<file path="src/shared/alert_mask_params.svh">
// offsets, bit positions, reset values and masks of the alert mask block
// Operation
// - conversion-mode bit set holds the converter on one selected input
// - channel comes from bits 7:5 at 0x55; 000, 011, 100 reserved
// - shutdown bit forces every fan drive to its off level, inverted if set
// - in shutdown every current duty cycle register reads 0x00
// - lock bit set makes configuration two read-only, writes ignored
// - mask one bits 1,2,4,5,6 mask core, supply, remote one, local, remote two
// - mask one bit 7 masks every status-two out-of-limit condition
// - both mask registers reset to 0x00, all sources unmasked
// - mask two bit 1 masks thermal pin overtemp, read-only to host
// - mask two bits 2,3,4 mask fan one, two, three faults
// - mask two bit 5 masks fan four, or thermal timer when tach four is thermal
// - mask two bits 6,7 mask diode faults on remote one and two
// - shared pwm two pin is open-drain alert only when alert enable is one
`ifndef ALERT_MASK_PARAMS_SVH
`define ALERT_MASK_PARAMS_SVH

`define IDX_CHSEL        8'h55
`define IDX_CFG_TWO      8'h73
`define IDX_MASK_ONE     8'h74
`define IDX_MASK_TWO     8'h75
`define IDX_CFG_THREE    8'h78
`define IDX_CFG_ONE      8'h80
`define IDX_INT_STATUS   8'h90
`define IDX_INT_ENABLE   8'h91
`define IDX_INT_CLEAR    8'h92
`define IDX_DUTY_ONE     8'hA0
`define IDX_DUTY_TWO     8'hA1
`define IDX_DUTY_THREE   8'hA2

`define CFG1_LOCK_BIT    1
`define CFG1_INV_BIT     4
`define CFG1_T4THERM_BIT 5
`define CFG1_WMASK       8'h32
`define CFG2_SINGLE_CHANNEL_MODE_BIT    6
`define CFG2_SHUTDOWN_REQUEST_BIT    7
`define CFG3_ALERT_BIT   0
`define CHSEL_MSB        7
`define CHSEL_LSB        5
`define MASK1_OOL_BIT    7
`define MASK1_WMASK      8'hF6
`define MASK2_WMASK      8'hFC
`define MASK2_ROMASK     8'h02

`define RST_CFG          8'h00
`define RST_CHSEL        8'h00
`define RST_MASK         8'h00
`define RST_INT          12'h000

`endif

</file>
<file path="src/shared/alert_mask_pkg.sv">
// types shared by the alert mask block
package alert_mask_pkg;

    typedef enum logic [2:0] {
        CH_RSVD_A = 3'b000,
        CH_CORE_V = 3'b001,
        CH_SUPPLY = 3'b010,
        CH_RSVD_B = 3'b011,
        CH_RSVD_C = 3'b100,
        CH_REM1_T = 3'b101,
        CH_LOCAL  = 3'b110,
        CH_REM2_T = 3'b111
    } adc_channel_e;

    typedef enum logic [1:0] {
        RESP_OKAY   = 2'b00,
        RESP_SLVERR = 2'b10
    } axi_resp_e;

    typedef logic [7:0]  reg8_t;
    typedef logic [11:0] cond_t;

endpackage : alert_mask_pkg

</file>
<file path="src/alert_mask_ctrl.sv">
// alert masking, conversion control and axi4-lite register file
`timescale 1ns/1ps
`default_nettype none
`include "alert_mask_params.svh"

module alert_mask_ctrl
    import alert_mask_pkg::*;
#(
    parameter int ADDR_W = 12
) (
    // clock and reset
    input  wire logic              aclk,
    input  wire logic              aresetn,
    // axi4-lite write address
    input  wire logic [ADDR_W-1:0] awaddr,
    input  wire logic              awvalid,
    output logic                   awready,
    // axi4-lite write data
    input  wire logic [31:0]       wdata,
    input  wire logic [3:0]        wstrb,
    input  wire logic              wvalid,
    output logic                   wready,
    // axi4-lite write response
    output logic [1:0]             bresp,
    output logic                   bvalid,
    input  wire logic              bready,
    // axi4-lite read address
    input  wire logic [ADDR_W-1:0] araddr,
    input  wire logic              arvalid,
    output logic                   arready,
    // axi4-lite read data
    output logic [31:0]            rdata,
    output logic [1:0]             rresp,
    output logic                   rvalid,
    input  wire logic              rready,
    // fault conditions from pins
    input  wire logic [4:0]        volt_temp_fault,
    input  wire logic              overtemp_fault,
    input  wire logic [3:0]        fan_fault,
    input  wire logic [1:0]        diode_fault,
    input  wire logic              thermal_timer_event,
    // pwm generator, same clock
    input  wire logic [2:0]        pwm_raw,
    input  wire logic [2:0][7:0]   duty_in,
    // fan drive and shared alert pin
    output logic                   fan_pwm_one,
    output logic                   fan_pwm_three,
    output logic                   pwm2_alert_o,
    output logic                   pwm2_alert_oe,
    // converter control
    output logic                   adc_single_mode,
    output logic [2:0]             adc_channel_sel,
    output logic                   shutdown_active,
    // interrupt
    output logic                   irq
);

    localparam int IW = ADDR_W - 2;

    // synchronised conditions
    logic [12:0] fault_sync;

    sync_two_ff #(
        .WIDTH (13)
    ) u_sync (
        .aclk    (aclk),
        .aresetn (aresetn),
        .din     ({thermal_timer_event, diode_fault, fan_fault,
                   overtemp_fault, volt_temp_fault}),
        .dout    (fault_sync)
    );

    // bus state
    logic          aw_hold_reg, aw_hold_next;
    logic [IW-1:0] aw_idx_reg, aw_idx_next;
    logic          w_hold_reg, w_hold_next;
    logic [11:0]   w_data_reg, w_data_next;
    logic [1:0]    w_strb_reg, w_strb_next;
    logic          awready_next, wready_next;
    logic          bvalid_next, arready_next, rvalid_next;
    logic [1:0]    bresp_next, rresp_next;
    logic [31:0]   rdata_next;
    logic          wr_go;
    logic          wr_hit;
    logic          rd_hit;
    logic [11:0]   rd_val;

    // register state
    reg8_t         cfg_one_reg, cfg_one_next;
    reg8_t         cfg_two_reg, cfg_two_next;
    reg8_t         cfg_three_reg, cfg_three_next;
    reg8_t         chsel_reg, chsel_next;
    reg8_t         mask_one_reg, mask_one_next;
    reg8_t         mask_two_reg, mask_two_next;
    cond_t         int_status_reg, int_status_next;
    cond_t         int_en_reg, int_en_next;
    cond_t         cond_prev_reg;
    cond_t         wmask12;

    // output state
    logic          fan_pwm_one_next, fan_pwm_three_next;
    logic          pwm2_alert_o_next, pwm2_alert_oe_next;
    logic          adc_single_mode_next, shutdown_active_next;
    logic [2:0]    adc_channel_sel_next;
    logic          irq_next;

    // derived controls
    logic          locked;
    logic          shutdown_request;
    logic          pwm_polarity_invert;
    logic          single_channel_mode;
    logic          chan_valid;
    adc_channel_e  chan;
    cond_t         cond;
    cond_t         mask_vec;
    logic          alert_active;

    assign locked = cfg_one_reg[`CFG1_LOCK_BIT];
    assign shutdown_request   = cfg_two_reg[`CFG2_SHUTDOWN_REQUEST_BIT];
    assign pwm_polarity_invert    = cfg_one_reg[`CFG1_INV_BIT];
    assign single_channel_mode = cfg_two_reg[`CFG2_SINGLE_CHANNEL_MODE_BIT];
    assign chan   = adc_channel_e'(chsel_reg[`CHSEL_MSB:`CHSEL_LSB]);

    // reserved codes leave the converter cycling
    always_comb begin
        unique case (chan)
            CH_CORE_V, CH_SUPPLY, CH_REM1_T, CH_LOCAL, CH_REM2_T:
                chan_valid = 1'b1;
            default:
                chan_valid = 1'b0;
        endcase
    end

    // status-two conditions sit in bits 11:5
    always_comb begin
        cond = {fault_sync[11:10],
                cfg_one_reg[`CFG1_T4THERM_BIT] ? fault_sync[12]
                                               : fault_sync[9],
                fault_sync[8:6], fault_sync[5], fault_sync[4:0]};
        mask_vec = {mask_two_reg[7:6],
                    mask_two_reg[5],
                    mask_two_reg[4:2],
                    mask_two_reg[1],
                    mask_one_reg[6:4],
                    mask_one_reg[2:1]};
        if (mask_one_reg[`MASK1_OOL_BIT]) begin
            mask_vec[11:5] = 7'h7F;
        end
        alert_active = |(cond & ~mask_vec);
    end

    // read decode
    always_comb begin
        rd_hit = 1'b1;
        rd_val = 12'h000;
        unique case (araddr[ADDR_W-1:2])
            IW'(`IDX_CFG_ONE):    rd_val = {4'h0, cfg_one_reg};
            IW'(`IDX_CFG_TWO):    rd_val = {4'h0, cfg_two_reg};
            IW'(`IDX_CFG_THREE):  rd_val = {4'h0, cfg_three_reg};
            IW'(`IDX_CHSEL):      rd_val = {4'h0, chsel_reg};
            IW'(`IDX_MASK_ONE):   rd_val = {4'h0, mask_one_reg};
            IW'(`IDX_MASK_TWO):   rd_val = {4'h0, mask_two_reg};
            IW'(`IDX_INT_STATUS): rd_val = int_status_reg;
            IW'(`IDX_INT_ENABLE): rd_val = int_en_reg;
            IW'(`IDX_INT_CLEAR):  rd_val = 12'h000;
            IW'(`IDX_DUTY_ONE):   rd_val = shutdown_request ? 12'h000 : {4'h0, duty_in[0]};
            IW'(`IDX_DUTY_TWO):   rd_val = shutdown_request ? 12'h000 : {4'h0, duty_in[1]};
            IW'(`IDX_DUTY_THREE): rd_val = shutdown_request ? 12'h000 : {4'h0, duty_in[2]};
            default:              rd_hit = 1'b0;
        endcase
    end

    // write decode
    always_comb begin
        unique case (aw_idx_reg)
            IW'(`IDX_CFG_ONE), IW'(`IDX_CFG_TWO), IW'(`IDX_CFG_THREE),
            IW'(`IDX_CHSEL), IW'(`IDX_MASK_ONE), IW'(`IDX_MASK_TWO),
            IW'(`IDX_INT_STATUS), IW'(`IDX_INT_ENABLE),
            IW'(`IDX_INT_CLEAR), IW'(`IDX_DUTY_ONE),
            IW'(`IDX_DUTY_TWO), IW'(`IDX_DUTY_THREE):
                wr_hit = 1'b1;
            default:
                wr_hit = 1'b0;
        endcase
    end

    // address and data may arrive in either order
    always_comb begin
        aw_hold_next = aw_hold_reg;
        aw_idx_next  = aw_idx_reg;
        w_hold_next  = w_hold_reg;
        w_data_next  = w_data_reg;
        w_strb_next  = w_strb_reg;
        bvalid_next  = bvalid;
        bresp_next   = bresp;
        rvalid_next  = rvalid;
        rresp_next   = rresp;
        rdata_next   = rdata;
        wr_go        = aw_hold_reg & w_hold_reg & ~bvalid;
        if (awvalid && awready) begin
            aw_hold_next = 1'b1;
            aw_idx_next  = awaddr[ADDR_W-1:2];
        end
        if (wvalid && wready) begin
            w_hold_next = 1'b1;
            w_data_next = wdata[11:0];
            w_strb_next = wstrb[1:0];
        end
        if (bvalid && bready) begin
            bvalid_next = 1'b0;
        end
        if (wr_go) begin
            aw_hold_next = 1'b0;
            w_hold_next  = 1'b0;
            bvalid_next  = 1'b1;
            bresp_next   = wr_hit ? RESP_OKAY : RESP_SLVERR;
        end
        if (rvalid && rready) begin
            rvalid_next = 1'b0;
        end
        if (arvalid && arready) begin
            rvalid_next = 1'b1;
            rdata_next  = {20'h0_0000, rd_val};
            rresp_next  = rd_hit ? RESP_OKAY : RESP_SLVERR;
        end
        awready_next = ~aw_hold_next & ~bvalid_next;
        wready_next  = ~w_hold_next & ~bvalid_next;
        arready_next = ~rvalid_next;
    end

    always_ff @(posedge aclk) begin
        if (!aresetn) begin
            aw_hold_reg <= 1'b0;
            aw_idx_reg  <= '0;
            w_hold_reg  <= 1'b0;
            w_data_reg  <= 12'h000;
            w_strb_reg  <= 2'h0;
            awready     <= 1'b0;
            wready      <= 1'b0;
            bvalid      <= 1'b0;
            bresp       <= RESP_OKAY;
            arready     <= 1'b0;
            rvalid      <= 1'b0;
            rresp       <= RESP_OKAY;
            rdata       <= 32'h0000_0000;
        end else begin
            aw_hold_reg <= aw_hold_next;
            aw_idx_reg  <= aw_idx_next;
            w_hold_reg  <= w_hold_next;
            w_data_reg  <= w_data_next;
            w_strb_reg  <= w_strb_next;
            awready     <= awready_next;
            wready      <= wready_next;
            bvalid      <= bvalid_next;
            bresp       <= bresp_next;
            arready     <= arready_next;
            rvalid      <= rvalid_next;
            rresp       <= rresp_next;
            rdata       <= rdata_next;
        end
    end

    // register file; byte lane 0 carries every 8-bit register
    always_comb begin
        cfg_one_next    = cfg_one_reg;
        cfg_two_next    = cfg_two_reg;
        cfg_three_next  = cfg_three_reg;
        chsel_next      = chsel_reg;
        mask_one_next   = mask_one_reg;
        mask_two_next   = mask_two_reg;
        int_en_next     = int_en_reg;
        wmask12         = {{4{w_strb_reg[1]}}, {8{w_strb_reg[0]}}};
        // sticky events; a set in the clear cycle survives
        int_status_next = int_status_reg | (cond & ~cond_prev_reg);
        if (wr_go && w_strb_reg[0]) begin
            unique case (aw_idx_reg)
                IW'(`IDX_CFG_ONE):
                    // lock stays set until reset
                    cfg_one_next = (w_data_reg[7:0] & `CFG1_WMASK)
                                 | (cfg_one_reg & 8'h02);
                IW'(`IDX_CFG_TWO):
                    if (!locked) begin
                        cfg_two_next = w_data_reg[7:0];
                    end
                IW'(`IDX_CFG_THREE):
                    if (!locked) begin
                        cfg_three_next = w_data_reg[7:0];
                    end
                IW'(`IDX_CHSEL):
                    chsel_next = w_data_reg[7:0];
                IW'(`IDX_MASK_ONE):
                    mask_one_next = w_data_reg[7:0] & `MASK1_WMASK;
                IW'(`IDX_MASK_TWO):
                    mask_two_next = (w_data_reg[7:0] & `MASK2_WMASK)
                                  | (mask_two_reg & `MASK2_ROMASK);
                default: ;
            endcase
        end
        if (wr_go && aw_idx_reg == IW'(`IDX_INT_ENABLE)) begin
            int_en_next = (w_data_reg & wmask12) | (int_en_reg & ~wmask12);
        end
        if (wr_go && aw_idx_reg == IW'(`IDX_INT_CLEAR)) begin
            int_status_next = int_status_next
                            & ~(w_data_reg & wmask12 & ~(cond & ~cond_prev_reg));
        end
    end

    always_ff @(posedge aclk) begin
        if (!aresetn) begin
            cfg_one_reg    <= `RST_CFG;
            cfg_two_reg    <= `RST_CFG;
            cfg_three_reg  <= `RST_CFG;
            chsel_reg      <= `RST_CHSEL;
            mask_one_reg   <= `RST_MASK;
            mask_two_reg   <= `RST_MASK;
            int_status_reg <= `RST_INT;
            int_en_reg     <= `RST_INT;
            cond_prev_reg  <= `RST_INT;
        end else begin
            cfg_one_reg    <= cfg_one_next;
            cfg_two_reg    <= cfg_two_next;
            cfg_three_reg  <= cfg_three_next;
            chsel_reg      <= chsel_next;
            mask_one_reg   <= mask_one_next;
            mask_two_reg   <= mask_two_next;
            int_status_reg <= int_status_next;
            int_en_reg     <= int_en_next;
            cond_prev_reg  <= cond;
        end
    end

    // pin and converter outputs
    always_comb begin
        adc_single_mode_next = single_channel_mode & chan_valid;
        adc_channel_sel_next = chsel_reg[`CHSEL_MSB:`CHSEL_LSB];
        shutdown_active_next = shutdown_request;
        fan_pwm_one_next     = shutdown_request ? pwm_polarity_invert : pwm_raw[0];
        fan_pwm_three_next   = shutdown_request ? pwm_polarity_invert : pwm_raw[2];
        if (cfg_three_reg[`CFG3_ALERT_BIT]) begin
            // open drain: only ever pulls low
            pwm2_alert_o_next  = 1'b0;
            pwm2_alert_oe_next = alert_active;
        end else begin
            pwm2_alert_o_next  = shutdown_request ? pwm_polarity_invert : pwm_raw[1];
            pwm2_alert_oe_next = 1'b1;
        end
        irq_next = |(int_status_reg & int_en_reg);
    end

    always_ff @(posedge aclk) begin
        if (!aresetn) begin
            adc_single_mode <= 1'b0;
            adc_channel_sel <= 3'h0;
            shutdown_active <= 1'b0;
            fan_pwm_one     <= 1'b0;
            fan_pwm_three   <= 1'b0;
            pwm2_alert_o    <= 1'b0;
            pwm2_alert_oe   <= 1'b0;
            irq             <= 1'b0;
        end else begin
            adc_single_mode <= adc_single_mode_next;
            adc_channel_sel <= adc_channel_sel_next;
            shutdown_active <= shutdown_active_next;
            fan_pwm_one     <= fan_pwm_one_next;
            fan_pwm_three   <= fan_pwm_three_next;
            pwm2_alert_o    <= pwm2_alert_o_next;
            pwm2_alert_oe   <= pwm2_alert_oe_next;
            irq             <= irq_next;
        end
    end

endmodule : alert_mask_ctrl

`default_nettype wire

</file>
<file path="src/sync_two_ff.sv">
// two flip-flop synchroniser for a vector of levels
`timescale 1ns/1ps
`default_nettype none

module sync_two_ff #(
    parameter int WIDTH = 1
) (
    // clock and reset
    input  wire logic             aclk,
    input  wire logic             aresetn,
    // levels
    input  wire logic [WIDTH-1:0] din,
    output logic      [WIDTH-1:0] dout
);

    logic [WIDTH-1:0] meta_reg;
    logic [WIDTH-1:0] meta_next;
    logic [WIDTH-1:0] dout_next;

    always_comb begin
        meta_next = din;
        dout_next = meta_reg;
    end

    // first stage feeds only the second
    always_ff @(posedge aclk) begin
        if (!aresetn) begin
            meta_reg <= '0;
            dout     <= '0;
        end else begin
            meta_reg <= meta_next;
            dout     <= dout_next;
        end
    end

endmodule : sync_two_ff

`default_nettype wire

</file>
<file path="config.mk">
export PLATFORM = sky130hd
export DESIGN_NAME = alert_mask_ctrl
export DESIGN_NICKNAME = d
export VERILOG_FILES = /design/src/shared/alert_mask_pkg.sv /design/src/alert_mask_ctrl.sv /design/src/sync_two_ff.sv
export VERILOG_INCLUDE_DIRS = /design/src /design/src/shared
export SDC_FILE = /design/constraint.sdc
export NUM_CORES = 1
export LEC_CHECK = 0
export BUFFER_PORTS_ARGS = -buffer_cell sky130_fd_sc_hd__buf_2
export CAP_MARGIN = 15
export CORE_UTILIZATION = 50
export DETAILED_ROUTE_END_ITERATION = 10
export PLACE_DENSITY = 0.8
export SKIP_LAST_GASP = 1
export SYNTH_ARGS = -nofsm -noshare
export SYNTH_HDL_FRONTEND = slang
export SYNTH_SLANG_ARGS = --single-unit
export TNS_END_PERCENT = 10
</file>
<file path="constraint.sdc">
create_clock -name aclk -period 4.25 [get_ports aclk]
set_input_delay 0.2125 -clock aclk [delete_from_list [all_inputs] [get_ports aclk]]
set_output_delay 0.2125 -clock aclk [all_outputs]
set_load 0.01 [all_outputs]
</file>
==> qor.log <==
INFO  setup_path     critical_path.endpoint_type=register
INFO  setup_path     cp_cell_sequence=or3b_4 -> or4_4 -> or3_1 -> mux2i_1 -> nor2_1
INFO  yosys          synthesis.instances=746
INFO  cts            clk_transition_reported_paths=0.06ns
INFO  cts            cts.sinks=156
INFO  yosys          syn-mean-instance-area=9.04squm
INFO  setup_path     crit_path_start_kind=register
INFO  routing        route.detailed.vias_per_inst=5.58
INFO  setup_path     worst-path-max-fanout=8
INFO  grt            globalRouteTotalUtil=0.262
INFO  grt            antenna_found_initial=0
INFO  sta            final-hold-violation-count=0
INFO  sta            tightest_slew_margin_relative_to_the_limit=0.330
INFO  grt            grt_max_degree=51
INFO  yosys          compound_cell_area_share_of_the_yosys_netlist=0.140
INFO  place          hpwlAfterDp=12500um
INFO  setup_path     critPathSlowestCell=or3_1
INFO  sta            final.setup.tns=0ns
INFO  yosys          yosys_warnings=0
INFO  cts            insertion_delay=0.43ns
INFO  final_layout   nFillCells=1132
INFO  final_layout   antenna-diode-count=0
INFO  grt            grt_first_pass_wirelength=28200um
INFO  sta            final.period_utilization=0.582
INFO  power          ir_drop=249uV
INFO  setup_path     timing.critical_path.slowest_cell_delay=0.63ns
INFO  sta            rsz0062_at_grt=false
INFO  cts            cts_tree=done
INFO  routing        dr.first_iter.drc_count=589
INFO  die            die-width=118um
INFO  yosys          synth_enable_flop_cells=0
INFO  yosys          synth_top_family_by_area=simple AND/OR/NAND/NOR gates
INFO  sta            layout_setup_ws=1.77ns
INFO  final_layout   layout.nets=955
INFO  final_layout   layout-area-overhead-vs-synth=19.6%
INFO  sta            clock_skews=0.0190ns
INFO  die            io_pins=158
INFO  yosys          synth-simple-area-share=0.238
INFO  sta            finalHoldWorstSlack=0.0285ns
INFO  cts            ctsHtreeMaxLevel=4
INFO  yosys          area_share_of_xor_xnor_cells_in_the_synthesized_design=0
INFO  yosys          yosys_most_used_dff=dfxtp_1
INFO  yosys          synth_seq_cells=156
INFO  setup_path     worst-endpoint-arrival=2.79ns
INFO  die            rows=42
INFO  final_layout   fraction_of_final_layout_cells_with_drive_strength_greater_than_1=0.189
INFO  cts            max-clock-path-buffers=2
INFO  setup_path     timing_worst_setup_path_type=reg2reg
INFO  yosys          synthArstFlopShare=0
INFO  power          report.power.total=3.38mW
INFO  place          gpl.final_weighted_congestion=0.912
INFO  flow_run       maxCapViolations=0
INFO  sta            setup_viol=0
INFO  grt            number_of_global_route_vias_before_repair=5344
INFO  place          portBuffers=109
INFO  die            chipHeight=118um
INFO  yosys          synth_mux_area_frac=0.100
INFO  place          place_ws=1.67ns
INFO  cts            cts_buffers=17
INFO  cts            clk_root_buffer_cell=clkbuf_16
INFO  routing        drc_errors=0
INFO  routing        postRouteAntennaNets=0
INFO  routing        drtPass1Iterations=7
INFO  routing        wl_per_cell=17.1um
INFO  sta            final_period_minus_worst_setup_slack=2.48ns
INFO  sta            max_freq=404MHz
INFO  sta            worst-slew-pin-transition=0.989ns
INFO  routing        wl=17700um
INFO  power          leakagePower=3.39nW
INFO  power          power.density_cell_area=419mW/mm^2
INFO  die            floorplan.initialDensity=0.511
INFO  yosys          yosysSeqAreaShare=0.463
INFO  die            dieArea=0.0140sqmm
INFO  yosys          netlist-cell-type-count=64
INFO  setup_path     worst_ep_required_time=4.57ns
INFO  routing        route.vias.total=5785
INFO  yosys          synth.cell_area=0.00674sqmm
INFO  outcome        run_status=finished, final reports clean
INFO  worst_hold_path hp-class=in2reg
INFO  grt            grt.overflow.total=0
INFO  die            core=0.0132sqmm
INFO  sta            timing_max_transition_violations_final=0
INFO  yosys          adder_cell_fraction_of_synth_area=0
## synthesized netlist by cell type, types with 5 or more instances
| cell | number | share of area |
|---|---|---|
| nor4bb_1 | 5 | 0.0074 |
| nand3_1 | 14 | 0.010 |
| o21ai_0 | 14 | 0.010 |
| nand2_1 | 85 | 0.047 |
| inv_1 | 12 | 0.0067 |
| nor2_1 | 86 | 0.048 |
| nor3b_1 | 5 | 0.0056 |
| nor3_1 | 10 | 0.0074 |
| a221oi_1 | 6 | 0.0078 |
| o31ai_1 | 6 | 0.0067 |
| a22oi_1 | 7 | 0.0078 |
| nand2b_1 | 6 | 0.0056 |
| a21oi_1 | 45 | 0.033 |
| and3b_1 | 5 | 0.0065 |
| a22o_1 | 11 | 0.014 |
| mux2i_1 | 63 | 0.094 |
| dfxtp_1 | 156 | 0.46 |
| nand4_1 | 5 | 0.0046 |
| nor4_1 | 6 | 0.0056 |
| clkbuf_1 | 36 | 0.020 |
| nor2b_1 | 7 | 0.0065 |
| and2_1 | 40 | 0.037 |
| a2bb2oi_1 | 9 | 0.012 |
| nand3b_1 | 9 | 0.010 |
| buf_4 | 22 | 0.024 |
## layer usage
| metal | track usage | wire length (um) | up-vias |
|---|---|---|---|
| met5 | 0 | 0 | - |
| met4 | 0.144 | 543 | 0 |
| met3 | 0.0640 | 1520 | 45 |
| met2 | 0.396 | 7800 | 294 |
| met1 | 0.343 | 7820 | 2651 |
| li1 | - | - | 2795 |
## worst paths after layout
| kind | cells past startpoint | end | slack (ns) | startpoint |
|---|---|---|---|---|
| hold / removal | 3 | aw_idx_reg[2] | 0.03 | awaddr[4] |
| setup reg to reg | 5 | chsel_reg[0] | 1.77 | aw_idx_reg[4] |
| setup / recovery | 5 | chsel_reg[0] | 1.77 | aw_idx_reg[4] |
| hold reg to reg | 1 | u_sync.dout[1] | 0.43 | u_sync.dout_next[1] |
## layout by cell type, fill, tap and decap left out, drive strengths merged, types with 5 or more instances in the layout
cell	n
nor2b	7
inv	13
nor2	86
nand2b	6
nand2	85
and2	40
o21ai	14
nor3b	5
nor4bb	5
nor4	8
nand3	14
clkbuf	21
nor3	11
dfxtp	156
buf	114
a221oi	6
a22o	11
dlygate4sd3	13
mux2i	63
a21oi	45
nand4	5
and3b	5
clkinv	6
nand3b	9
a22oi	7
conb	22
o31ai	6
a2bb2oi	9
## report_power, final
group | total (mW) | switching [mW] | leakage, nW | internal, mW
Sequential | 1.54 | 0.0400 | 1.27 | 1.50
Combinational | 0.223 | 0.127 | 1.81 | 0.0962
Clock | 1.61 | 0.587 | 0.313 | 1.03
## logic make-up (layout without fill, tap and decap cells)
group | count (synthesis) | count (layout)
muxes | 67 | 67
buffers and inverters | 78 | 172
and+or+nand+nor | 308 | 308
AOI/OAI and AO/OA | 136 | 136
other | 1 | 22
DFF | 156 | 156
## cell type report
type                       count  area, sq um  area share
multi-input combinational    533         3310       0.411
sequential                   156         3120       0.387
timing repair buffer         127          726      0.0900
clock buffer                  21          470      0.0583
tap                          176          220      0.0273
clock inverter                11          165      0.0205
inverter                      13         48.8     0.00605
## through the flow
step | util | cells | instance area, sq um
5_1_grt | 0.611 | 1037 | 8060
6_report | 0.611 | 1037 | 8060
3_3_place_gp | 0.553 | 992 | 7300
3_5_place_dp | 0.553 | 992 | 7300
2_1_floorplan | - | 767 | 6820
4_1_cts | 0.611 | 1037 | 8060
## worst max-delay path: cells and delay by family (launching register included)
family	cells	cell delay (ns)
DFF	1	0.43
muxes	1	0.26
and+or+nand+nor	4	1.67
## timing repair
action                     CTS  global route
hold buffers                13             0
setup buffers                0             0
hold endpoints to repair    13             0
setup endpoints to repair    0             0
resized for setup            0             0
Note: power is estimated with default switching activity, not from simulation.
